<file path="src/rx_port_stream_config_regs.vh">
`ifndef RX_PORT_STREAM_CONFIG_REGS_VH
`define RX_PORT_STREAM_CONFIG_REGS_VH

// register offsets
`define ADDR_PORT_SELECT           8'h4C
`define ADDR_RX_PORT_OPTIONS       8'h6D
`define ADDR_PIN_SELECT_LO         8'h6E
`define ADDR_PIN_SELECT_HI         8'h6F
`define ADDR_TEN_BIT_STREAM_TAG    8'h70
`define ADDR_TWELVE_BIT_STREAM_TAG 8'h71
`define ADDR_CHANNEL_ID_REMAP      8'h72

// port select fields
`define PSEL_WR_LSB                0
`define PSEL_RD_BIT                4
`define PSEL_RESET                 8'h01

// rx_port_options fields
`define OPT_FIRST_FS_BIT           7
`define OPT_FS_BIT                 6
`define OPT_CKSUM_BIT              5
`define OPT_ECC_BIT                4
`define OPT_LEN_BIT                3
`define OPT_COAX_BIT               2
`define OPT_MODE_MSB               1
`define OPT_MODE_LSB               0
`define OPT_RESET_UPPER            5'h0F

// link input formats
`define MODE_CSI                   2'h0
`define MODE_TWELVE_50             2'h1
`define MODE_TWELVE_75             2'h2
`define MODE_TEN_100               2'h3

// return slot source codes
`define SLOT_ZERO                  4'h8
`define SLOT_ONE                   4'h9
`define SLOT_SYNC                  4'hA
`define SLOT_RESET                 4'h8

// stream tag fields and resets
`define TAG_VC_MSB                 7
`define TAG_VC_LSB                 6
`define TAG_DT_MSB                 5
`define TAG_DT_LSB                 0
`define TEN_DT_RESET               6'h2B
`define TWELVE_DT_RESET            6'h2C
`define REMAP_RESET                8'hE4

`endif

</file>
<file path="src/rx_port_stream_config.v">
// Overview of operation
// - each port has own registers, selected copy
// - first-frame-start wait needs frame count one
// - CSI mode: frame-start wait blocks packets until start
// - CSI mode: checksum-error packets pass only when enabled
// - CSI mode: ECC-error packets pass only when enabled
// - CSI mode: bit three passes length errors
// - RAW mode: bit three drops short line
// - cable bit: zero twisted pair, one coax
// - cable and format reset from strap pins
// - format field: CSI, RAW12x2, RAW10 encodings
// - four slot selectors, reset constant zero
// - selector codes: zero, one, sync, reserved
// - top bit clear selects local GPIO pin
// - RAW10 mode tags with ten-bit channel
// - RAW channel tags reset to port number
// - RAW10 mode uses ten-bit type code
// - RAW12 mode tags with twelve-bit channel
// - RAW12 mode uses twelve-bit type code
// - CSI mode remaps incoming virtual channel
// - remap table four entries, identity reset
`timescale 1ns/1ps
`include "rx_port_stream_config_regs.vh"

module rx_port_stream_config #(
  parameter PORTS = 2,
  parameter PW    = 1,
  parameter DW    = 8
) (
  input  wire                 mclk,
  input  wire                 sys_rst,
  input  wire                 ce,
  input  wire                 powerDownBar,
  input  wire [2:0]           strapMode,
  input  wire [7:0]           regAddr,
  input  wire [7:0]           regWrData,
  input  wire                 regWr,
  input  wire                 regRd,
  output reg  [7:0]           regRdData_ff,
  input  wire [7:0]           localGpio,
  input  wire                 cameraSyncPulse,
  output reg  [PORTS*4-1:0]   returnSlots_ff,
  output reg  [PORTS-1:0]     cableCoax_ff,
  input  wire                 inValid,
  input  wire                 inStart,
  input  wire                 inEnd,
  input  wire [PW-1:0]        inPort,
  input  wire [DW-1:0]        inData,
  input  wire [1:0]           inVc,
  input  wire [5:0]           inDt,
  input  wire                 inFrameStart,
  input  wire [15:0]          inFrameNum,
  input  wire                 inCksumErr,
  input  wire                 inEccErr,
  input  wire                 inLenErr,
  input  wire                 inShortLine,
  output reg                  outValid_ff,
  output reg                  outStart_ff,
  output reg                  outEnd_ff,
  output reg  [PW-1:0]        outPort_ff,
  output reg  [DW-1:0]        outData_ff,
  output reg  [1:0]           outVc_ff,
  output reg  [5:0]           outDt_ff
);

  reg [7:0]       portSelect_ff;
  reg [7:0]       options_ff   [0:PORTS-1];
  reg [7:0]       pinSelLo_ff  [0:PORTS-1];
  reg [7:0]       pinSelHi_ff  [0:PORTS-1];
  reg [7:0]       tenTag_ff    [0:PORTS-1];
  reg [7:0]       twelveTag_ff [0:PORTS-1];
  reg [7:0]       remap_ff     [0:PORTS-1];
  reg [PORTS-1:0] waiting_ff;
  reg             pdbPrev_ff;
  reg             keep_ff;
  integer         p;
  integer         k;
  integer         g;

  // RAW channel tag resets to the port's own number
  function [1:0] portVc;
    input integer idx;
    begin
      portVc = idx[1:0];
    end
  endfunction

  function slotLevel;
    input [3:0] sel;
    input [7:0] gpio;
    input       sync;
    begin
      if (!sel[3])
        slotLevel = gpio[sel[2:0]];
      else if (sel == `SLOT_ONE)
        slotLevel = 1'b1;
      else if (sel == `SLOT_SYNC)
        slotLevel = sync;
      else
        slotLevel = 1'b0;
    end
  endfunction

  // entry n of the table replaces incoming channel n
  function [1:0] remapVc;
    input [7:0] map;
    input [1:0] vc;
    begin
      case (vc)
        2'h0: remapVc = map[1:0];
        2'h1: remapVc = map[3:2];
        2'h2: remapVc = map[5:4];
        default: remapVc = map[7:6];
      endcase
    end
  endfunction

  // a write reaches a port copy only while its select bit is set
  function portHit;
    input [7:0]   sel;
    input integer idx;
    input         wr;
    begin
      portHit = wr & sel[`PSEL_WR_LSB + idx];
    end
  endfunction

  // detector resets low, so a pin already high at release still loads the strap
  wire       pdbRise = powerDownBar & ~pdbPrev_ff;
  wire [7:0] inOpt   = options_ff[inPort];
  wire [1:0] inMode  = inOpt[`OPT_MODE_MSB:`OPT_MODE_LSB];
  wire       inCsi   = (inMode == `MODE_CSI);
  wire       inTen   = (inMode == `MODE_TEN_100);
  wire       holdAny = inOpt[`OPT_FIRST_FS_BIT] | inOpt[`OPT_FS_BIT];
  // with the first-start bit set only a frame start counting one opens the gate
  wire       fsOpens = inFrameStart &
                       (~inOpt[`OPT_FIRST_FS_BIT] | (inFrameNum == 16'h0001));
  // the opening frame-start packet itself passes the gate
  wire       gated   = inCsi & holdAny & waiting_ff[inPort] & ~fsOpens;
  wire       csiBad  = inCsi & ((inCksumErr & ~inOpt[`OPT_CKSUM_BIT]) |
                                (inEccErr & ~inOpt[`OPT_ECC_BIT]) |
                                (inLenErr & ~inOpt[`OPT_LEN_BIT]));
  wire       rawBad  = ~inCsi & inShortLine & inOpt[`OPT_LEN_BIT];
  // error flags must come with the head beat; nothing is buffered to wait for them
  wire       keepNow = ~gated & ~csiBad & ~rawBad;
  wire       beatOk  = inStart ? keepNow : keep_ff;

  // RAW streams carry no header, so the port supplies channel and type
  wire [1:0] rawVc   = inTen ? tenTag_ff[inPort][`TAG_VC_MSB:`TAG_VC_LSB]
                             : twelveTag_ff[inPort][`TAG_VC_MSB:`TAG_VC_LSB];
  wire [5:0] rawDt   = inTen ? tenTag_ff[inPort][`TAG_DT_MSB:`TAG_DT_LSB]
                             : twelveTag_ff[inPort][`TAG_DT_MSB:`TAG_DT_LSB];
  wire [1:0] nxt_vc  = inCsi ? remapVc(remap_ff[inPort], inVc) : rawVc;
  wire [5:0] nxt_dt  = inCsi ? inDt : rawDt;

  // writes may fan out to several ports, reads see one port at a time
  wire [PW-1:0] rdPort = portSelect_ff[`PSEL_RD_BIT +: PW];

  // configuration registers, one copy per port
  always @(posedge mclk or posedge sys_rst)
  begin
    if (sys_rst)
    begin
      portSelect_ff <= `PSEL_RESET;
      pdbPrev_ff    <= 1'b0;
      for (p = 0; p < PORTS; p = p + 1)
      begin
        options_ff[p]   <= {`OPT_RESET_UPPER, 3'h0};
        pinSelLo_ff[p]  <= {`SLOT_RESET, `SLOT_RESET};
        pinSelHi_ff[p]  <= {`SLOT_RESET, `SLOT_RESET};
        tenTag_ff[p]    <= {portVc(p), `TEN_DT_RESET};
        twelveTag_ff[p] <= {portVc(p), `TWELVE_DT_RESET};
        remap_ff[p]     <= `REMAP_RESET;
      end
    end
    else if (ce)
    begin
      pdbPrev_ff <= powerDownBar;
      for (p = 0; p < PORTS; p = p + 1)
      begin
        // strap is caught by the clock once power-down is released
        if (pdbRise)
          options_ff[p][2:0] <= strapMode;
        if (portHit(portSelect_ff, p, regWr))
        begin
          if (regAddr == `ADDR_RX_PORT_OPTIONS)
            options_ff[p] <= regWrData;
          else if (regAddr == `ADDR_PIN_SELECT_LO)
            pinSelLo_ff[p] <= regWrData;
          else if (regAddr == `ADDR_PIN_SELECT_HI)
            pinSelHi_ff[p] <= regWrData;
          else if (regAddr == `ADDR_TEN_BIT_STREAM_TAG)
            tenTag_ff[p] <= regWrData;
          else if (regAddr == `ADDR_TWELVE_BIT_STREAM_TAG)
            twelveTag_ff[p] <= regWrData;
          else if (regAddr == `ADDR_CHANNEL_ID_REMAP)
            remap_ff[p] <= regWrData;
        end
      end
      if (regWr && regAddr == `ADDR_PORT_SELECT)
        portSelect_ff <= regWrData;
    end
  end

  // read answer one cycle after the strobe; unmapped offsets read zero
  always @(posedge mclk or posedge sys_rst)
  begin
    if (sys_rst)
      regRdData_ff <= 8'h00;
    else if (ce && regRd)
    begin
      if (regAddr == `ADDR_PORT_SELECT)
        regRdData_ff <= portSelect_ff;
      else if (regAddr == `ADDR_RX_PORT_OPTIONS)
        regRdData_ff <= options_ff[rdPort];
      else if (regAddr == `ADDR_PIN_SELECT_LO)
        regRdData_ff <= pinSelLo_ff[rdPort];
      else if (regAddr == `ADDR_PIN_SELECT_HI)
        regRdData_ff <= pinSelHi_ff[rdPort];
      else if (regAddr == `ADDR_TEN_BIT_STREAM_TAG)
        regRdData_ff <= tenTag_ff[rdPort];
      else if (regAddr == `ADDR_TWELVE_BIT_STREAM_TAG)
        regRdData_ff <= twelveTag_ff[rdPort];
      else if (regAddr == `ADDR_CHANNEL_ID_REMAP)
        regRdData_ff <= remap_ff[rdPort];
      else
        regRdData_ff <= 8'h00;
    end
  end

  // back-channel slot levels and cable mode, per port
  always @(posedge mclk or posedge sys_rst)
  begin
    if (sys_rst)
    begin
      returnSlots_ff <= {PORTS*4{1'b0}};
      cableCoax_ff   <= {PORTS{1'b0}};
    end
    else if (ce)
    begin
      for (k = 0; k < PORTS; k = k + 1)
      begin
        returnSlots_ff[4*k]   <= slotLevel(pinSelLo_ff[k][3:0], localGpio, cameraSyncPulse);
        returnSlots_ff[4*k+1] <= slotLevel(pinSelLo_ff[k][7:4], localGpio, cameraSyncPulse);
        returnSlots_ff[4*k+2] <= slotLevel(pinSelHi_ff[k][3:0], localGpio, cameraSyncPulse);
        returnSlots_ff[4*k+3] <= slotLevel(pinSelHi_ff[k][7:4], localGpio, cameraSyncPulse);
        cableCoax_ff[k]       <= options_ff[k][`OPT_COAX_BIT];
      end
    end
  end

  // frame-start gate: armed at reset and when a hold bit is written set
  always @(posedge mclk or posedge sys_rst)
  begin
    if (sys_rst)
      waiting_ff <= {PORTS{1'b1}};
    else if (ce)
    begin
      for (g = 0; g < PORTS; g = g + 1)
      begin
        // re-arming by a write wins over a frame start in the same cycle
        if (portHit(portSelect_ff, g, regWr) &&
            regAddr == `ADDR_RX_PORT_OPTIONS &&
            (regWrData[`OPT_FIRST_FS_BIT] || regWrData[`OPT_FS_BIT]))
          waiting_ff[g] <= 1'b1;
        else if (inValid && inStart && inPort == g[PW-1:0] && inCsi && fsOpens)
          waiting_ff[g] <= 1'b0;
      end
    end
  end

  // packet path: verdict taken on the first beat and held to the last
  always @(posedge mclk or posedge sys_rst)
  begin
    if (sys_rst)
    begin
      keep_ff     <= 1'b0;
      outValid_ff <= 1'b0;
      outStart_ff <= 1'b0;
      outEnd_ff   <= 1'b0;
      outPort_ff  <= {PW{1'b0}};
      outData_ff  <= {DW{1'b0}};
      outVc_ff    <= 2'h0;
      outDt_ff    <= 6'h00;
    end
    else if (ce)
    begin
      outValid_ff <= inValid & beatOk;
      outStart_ff <= inValid & beatOk & inStart;
      outEnd_ff   <= inValid & beatOk & inEnd;
      if (inValid && inStart)
      begin
        keep_ff    <= keepNow;
        outVc_ff   <= nxt_vc;
        outDt_ff   <= nxt_dt;
        outPort_ff <= inPort;
      end
      if (inValid)
        outData_ff <= inData;
    end
  end

endmodule // rx_port_stream_config

</file>
<file path="config.mk">
export PLATFORM = sky130hd
export DESIGN_NAME = rx_port_stream_config
export DESIGN_NICKNAME = d
export VERILOG_FILES = /design/src/rx_port_stream_config.v
export VERILOG_INCLUDE_DIRS = /design/src /design/src/src
export SDC_FILE = /design/constraint.sdc
export NUM_CORES = 1
export LEC_CHECK = 0
export BUFFER_PORTS_ARGS = -buffer_cell sky130_fd_sc_hd__clkbuf_2
export CORE_MARGIN = 2
export CORE_UTILIZATION = 47
export CTS_BUF_LIST = sky130_fd_sc_hd__clkbuf_16
export DETAILED_ROUTE_END_ITERATION = 10
export HOLD_SLACK_MARGIN = 0.03
export PLACE_DENSITY = 0.67
export SLEW_MARGIN = 40
export SYNTH_ARGS = -nofsm -noshare
export SYNTH_HDL_FRONTEND = slang
export SYNTH_SLANG_ARGS = --single-unit
</file>
<file path="constraint.sdc">
create_clock -name mclk -period 4.8 [get_ports mclk]
set_input_delay 0.48 -clock mclk [delete_from_list [all_inputs] [get_ports mclk]]
set_output_delay 0.48 -clock mclk [all_outputs]
set_load 0.005 [all_outputs]
</file>
* After elaboration in Yosys (flattened, before gate mapping) *
Index checks and enable logic that the tools add are counted.
W data, S select, Z words.

word-level totals
  flip-flop bits (word level) = 146
  bits of input ports = 75
  output and inout port bits = 38
  logic and storage cells = 237

operators by class
  $lt $le $gt $ge = 11
  equal/unequal tests = 27
  multiplexer cells = 95
  bitwise gates (word level) = 40
  reduce and logical (&&, ||, !) cells = 35

operators by type and width
  operator               number
  $mux W8                37
  $eq A4 B4 Y1 const B   16
  $eq A8 B7 Y1 const B   7
  $mux W1                39
  $lt A3 B4 Y1 const B   8
  $bmux W1 S3            8
  $and A1 B1 Y1          18
  $mux W3                6
  $eq A16 B1 Y1 const B  1
  $not A1 Y1             16
  $reduce_and A8 Y1      2
  $reduce_and A7 Y1      2
  $logic_and A1 B1 Y1    13
  $mux W6                2
  $reduce_and A6 Y1      2
  $reduce_and A2 Y1      5
  $reduce_and A5 Y1      2
  $reduce_and A4 Y1      2
  $pmux W2 S3            1
  $reduce_and A3 Y1      2
  $eq A2 B2 Y1 const B   2
  $ge A2 B2 Y1 const B   2
  $logic_not A2 Y1       2
  $mux W2                2
  6 further kinds        11

* Depth between registers and ports, before layout *
  depth after elaboration = 15
  gate-level depth with buffers = 7

* Worst setup path before layout *
Ideal clock, no wire load.

  path type = input -> register
  from = in regAddr[7]
  to = reg portSelect_ff[6]
  arrival = 1705 ps
  data required time = 4675 ps
  setup slack = 2971 ps
  cell stages on the path = 5
  buffers on the path = 1
  cells stage by stage = and4b_2 nor2b_1 and4b_1 buf_2 mux2_2

between the ends
  word-level cells in the longest chain between the ends = 3

RTL lines
  what                                  RTL line                     text
  start, declared                       rx_port_stream_config.v:35   input wire [7:0] regAddr,
  $eq A8 B7 Y1 (no source line)         n/a
  $logic_and A1 B1 Y1 (no source line)  n/a
  $reduce_and A2 Y1 (no source line)    n/a
  end signal, assigned                  rx_port_stream_config.v:164  portSelect_ff <= `PSEL_RESET;
  end signal, assigned                  rx_port_stream_config.v:201  portSelect_ff <= regWrData;
  end, declared                         rx_port_stream_config.v:66   reg [7:0] portSelect_ff;

No other way between the ends.
A chain may end at the register's enable or synchronous reset.

* Final worst setup path *
  from = reg portSelect_ff[4]
  to = reg regRdData_ff[7]

between the ends
  word-level cells in the longest chain between the ends = 11
  elaborated cells between the ends (all ways) = 26
  those cells by class = mux (25); bitwise (1)

RTL lines
  what                                        RTL line                     text
  $not A1 Y2 (implied by the code) *          n/a
  $mux W8 (implied by the code) (3 in a row)  rx_port_stream_config.v:225  regRdData_ff <= remap_ff[rdPort];
  $mux W8                                     rx_port_stream_config.v:224  else if (regAddr == `ADDR_CHANNEL_ID_REMAP)
  $mux W8                                     rx_port_stream_config.v:222  else if (regAddr == `ADDR_TWELVE_BIT_STREAM_TAG)
  $mux W8                                     rx_port_stream_config.v:220  else if (regAddr == `ADDR_TEN_BIT_STREAM_TAG)
  $mux W8                                     rx_port_stream_config.v:218  else if (regAddr == `ADDR_PIN_SELECT_HI)
  $mux W8                                     rx_port_stream_config.v:216  else if (regAddr == `ADDR_PIN_SELECT_LO)
  $mux W8 *                                   rx_port_stream_config.v:214  else if (regAddr == `ADDR_RX_PORT_OPTIONS)
  $mux W8 *                                   rx_port_stream_config.v:212  if (regAddr == `ADDR_PORT_SELECT)
  end signal, assigned                        rx_port_stream_config.v:213  regRdData_ff <= portSelect_ff;
  end signal, assigned                        rx_port_stream_config.v:215  regRdData_ff <= options_ff[rdPort];
  end signal, assigned                        rx_port_stream_config.v:217  regRdData_ff <= pinSelLo_ff[rdPort];
  end, declared                               rx_port_stream_config.v:39   output reg [7:0] regRdData_ff,

Every way passes the cells marked *; elsewhere a longest branch is shown, timed or not. The select of a mux whose other input is x is not followed.

==> reports/qor.csv <==
metric,value,unit
status,finished clean,
CP endpoint,regRdData_ff[7],
YS warnings,0,
via/cell ratio,6.223,
final cell count without fillers,1015,
fin. max-slew vios,0,
sequential share of power,45.6,%
Mapped Cells,693,
classification of the worst-slack hold path,input pin to asynchronous set/reset pin,
P_leak,4.108,nW
area share of fa/ha/maj cells after synthesis,0,%
Post-CTS Setup Repair Bufs,0,
Post-Synth XOR/XNOR Area,0,%
Resize count post-CTS,0,
post-route ant nets,0,
GRT Residual Overflow,0,
DP HPWL,15.14,mm
WS Path Type,register to register,
TritonCTS clock tree,built,
antenna violations before repair,0,
Yosys top cell by area,dfrtp_1,
final wirelength,22.45,mm
mux contribution to synthesized area,27.28,%
Finished Core Util,55.77,%
Int Pwr,2.184,mW
main combinational cell family by area after synthesis,multiplexers,
nets,857,
main area contributors after synthesis,"dfrtp_1, mux2_2, dfstp_2",
Ant. Diodes,0,
Fin Clk Skew,0.006434,ns
Num CTS Buffers,17,
final hold violation count,0,
Cells after DPL,982,
MaxCap Viol Count,0,
worst r2r dst,regRdData_ff[7],
post-synth cell types,51,
commonest cells in the netlist,"mux2_2, dfrtp_1, nand2_1",
clock root cell,clkbuf_16,
Tmin final,2.454,ns
period utilisation layout,51.13,%
R2R setup slack,2.35,ns
CP required,5.10,ns
Clk pwr share,43.3,%
clk sinks,146,
GP Congestion,0.8946,
Die H,134.8,um
share of cells above drive strength 1,43.27,%
Avg Inst Size Synth,11.61,um^2
part of the power in combinational logic,11.1,%
async set-or-reset flop fraction in the synthesized netlist,100.0,%
crit path from,portSelect_ff[4],
num rows,47,
TNS Setup,0,ns
Yosys top cell area share,32.04,%
Post-synth EDFFs,0,
cell area power density,320.5,mW/mm^2
max_slew headroom,45.71,%
Crit. End Element,register,
GRT Resource Usage Total,25.74,%
sw frac,26.57,%
htree depth,4,
Reg2Reg Launch Point,portSelect_ff[4],
#FFs+latches synth,146,
ys flop type,dfrtp_1,
hold buffers post-CTS,0,
Psw,790.3,uW
Arrival @ worst endpoint,2.76,ns
Port Buffers,112,
Max VDD drop,0.1902,mV
Avg WL per Cell,22.12,um
Skew-Pair Late Insertion Delay,0.43,ns
"Seq/Total Area, Yosys",46.08,%
"CTS clk-pin slew, worst paths",0.06,ns
FF-to-FF path depth,6,
P&R area growth vs syn,15.37,%
CTS Buffer Depth,2,
Die X,134.8,um
Filler cells,1405,
Synth Area in Compound Gates,12.24,%
# setup viols final,0,
vias in the first global route,6459,
number of DRC markers in iteration 0,488,
Startpoint Class,register,
max frequency,0.4075,GHz
Starting Density,48.34,%
critical-path maximum fanout,32,
Synth Area in Simple Gates,11.34,%
IO Pins,113,
area of the core,0.01664,mm^2
largest net degree at the start of global routing,111,
DRC errors left,0,
slew at the pin closest to its max-slew limit,0.8144,ns
RSZ-0062 raised after global routing,no,
most frequent cell after synthesis,mux2_2,
syn_nets,768,
Die Footprint,0.01818,mm^2
first-pass GRT wire length,35.72,mm
drt first pass iters,5,
"Cell Area, Synth",0.008045,mm^2
DR vias,6316,
through the flow:
step / hold WS (ns) / total power [mW] / worst slack, ns / area, um^2
floorplan: 0.4421 / 1.547 / 0.4682 / 8045
global placement: 0.4538 / 1.693 / 1.788 / 8690
detailed placement: 0.4586 / 1.702 / 1.725 / 8695
CTS: 0.2406 / 2.985 / 2.176 / 9264
global route: 0.1559 / 3.087 / 2.250 / 9281
finish: 0.1213 / 2.975 / 2.346 / 9281
power by group through the flow:
stage / clock network (mW) / logic (mW) / registers [mW]
floorplan: 0 / 0.200 / 1.35
global placement: 0 / 0.318 / 1.37
detailed placement: 0 / 0.326 / 1.38
CTS: 1.30 / 0.329 / 1.36
global route: 1.36 / 0.363 / 1.36
finish: 1.29 / 0.330 / 1.36
kinds of logic (layout without fill, tap and decap cells):
| group | after synthesis | count (layout) |
|---|---|---|
| DFF | 146 | 146 |
| AOI/OAI and AO/OA | 149 | 149 |
| buffers and inverters | 54 | 156 |
| and+or+nand+nor | 160 | 160 |
| muxes | 184 | 184 |
layout by cell type (no fill, tap or decap), types with 8 or more instances in the layout:
master / netlist / final
nor2b_1: 12 / 12
mux2i_1: 46 / 46
nand2_1: 48 / 48
nand3_1: 11 / 10
and3_1: 12 / 12
clkbuf_2: 0 / 111
nand3b_1: 9 / 9
nor3_1: 9 / 9
a211oi_1: 20 / 20
inv_1: 9 / 9
dfrtp_1: 103 / 102
mux4_2: 16 / 16
clkbuf_16: 0 / 17
nor2_1: 26 / 26
a31oi_1: 8 / 8
a22oi_1: 8 / 8
mux2_2: 121 / 121
a21oi_1: 42 / 42
o32a_1: 8 / 8
dfstp_2: 43 / 43
o21ai_0: 33 / 33
sequential cells by signal (all words and copies together) (netlist names), 2 cells and up:
| signal | cells |
|---|---|
| cableCoax_ff | 2 |
| options_ff | 16 |
| outData_ff | 8 |
| outDt_ff | 6 |
| outVc_ff | 2 |
| pinSelHi_ff | 16 |
| pinSelLo_ff | 16 |
| portSelect_ff | 8 |
| regRdData_ff | 8 |
| remap_ff | 16 |
| returnSlots_ff | 8 |
| tenTag_ff | 16 |
| twelveTag_ff | 16 |
| waiting_ff | 2 |
how the worst min path moves through the flow:
stage / to / slack (ns) / startpoint / depth (start not counted)
finish: twelveTag_ff[1] / 0.12 / sys_rst / 2
floorplan: waiting_ff[0] / 0.44 / waiting_ff[0] / 2
global placement: waiting_ff[0] / 0.45 / waiting_ff[0] / 2
global route: portSelect_ff[5] / 0.16 / sys_rst / 2
detailed placement: waiting_ff[0] / 0.46 / waiting_ff[0] / 2
CTS: portSelect_ff[5] / 0.24 / sys_rst / 2
routing by layer:
layer  vias up  wire, um  GRT usage [%]
met5         -         0              0
met4         0       640          10.76
met3        46      1898          6.156
met2       319     10820          40.67
met1      3157      9092          34.13
li1       2794         -              -
critical path, stage by stage, from the launching register on:
cell     delay [ns]
dfrtp_2        0.69
buf_4          0.47
mux2_2         0.41
a21oi_1        0.23
nor3_1         0.11
a21oi_1        0.27
o21ai_0        0.13
area by class of cell:
| class | count | area (um^2) | share of cell area (%) |
|---|---|---|---|
| well taps | 220 | 275.3 | 2.966 |
| clock inverters | 15 | 143.9 | 1.550 |
| inverters | 9 | 46.29 | 0.4988 |
| multi-input cells | 493 | 4096 | 44.14 |
| repair buffers | 115 | 585.6 | 6.309 |
| clock buffers | 17 | 425.4 | 4.583 |
| flip-flops and latches | 146 | 3709 | 39.96 |
(Power assumes the default switching activity.)
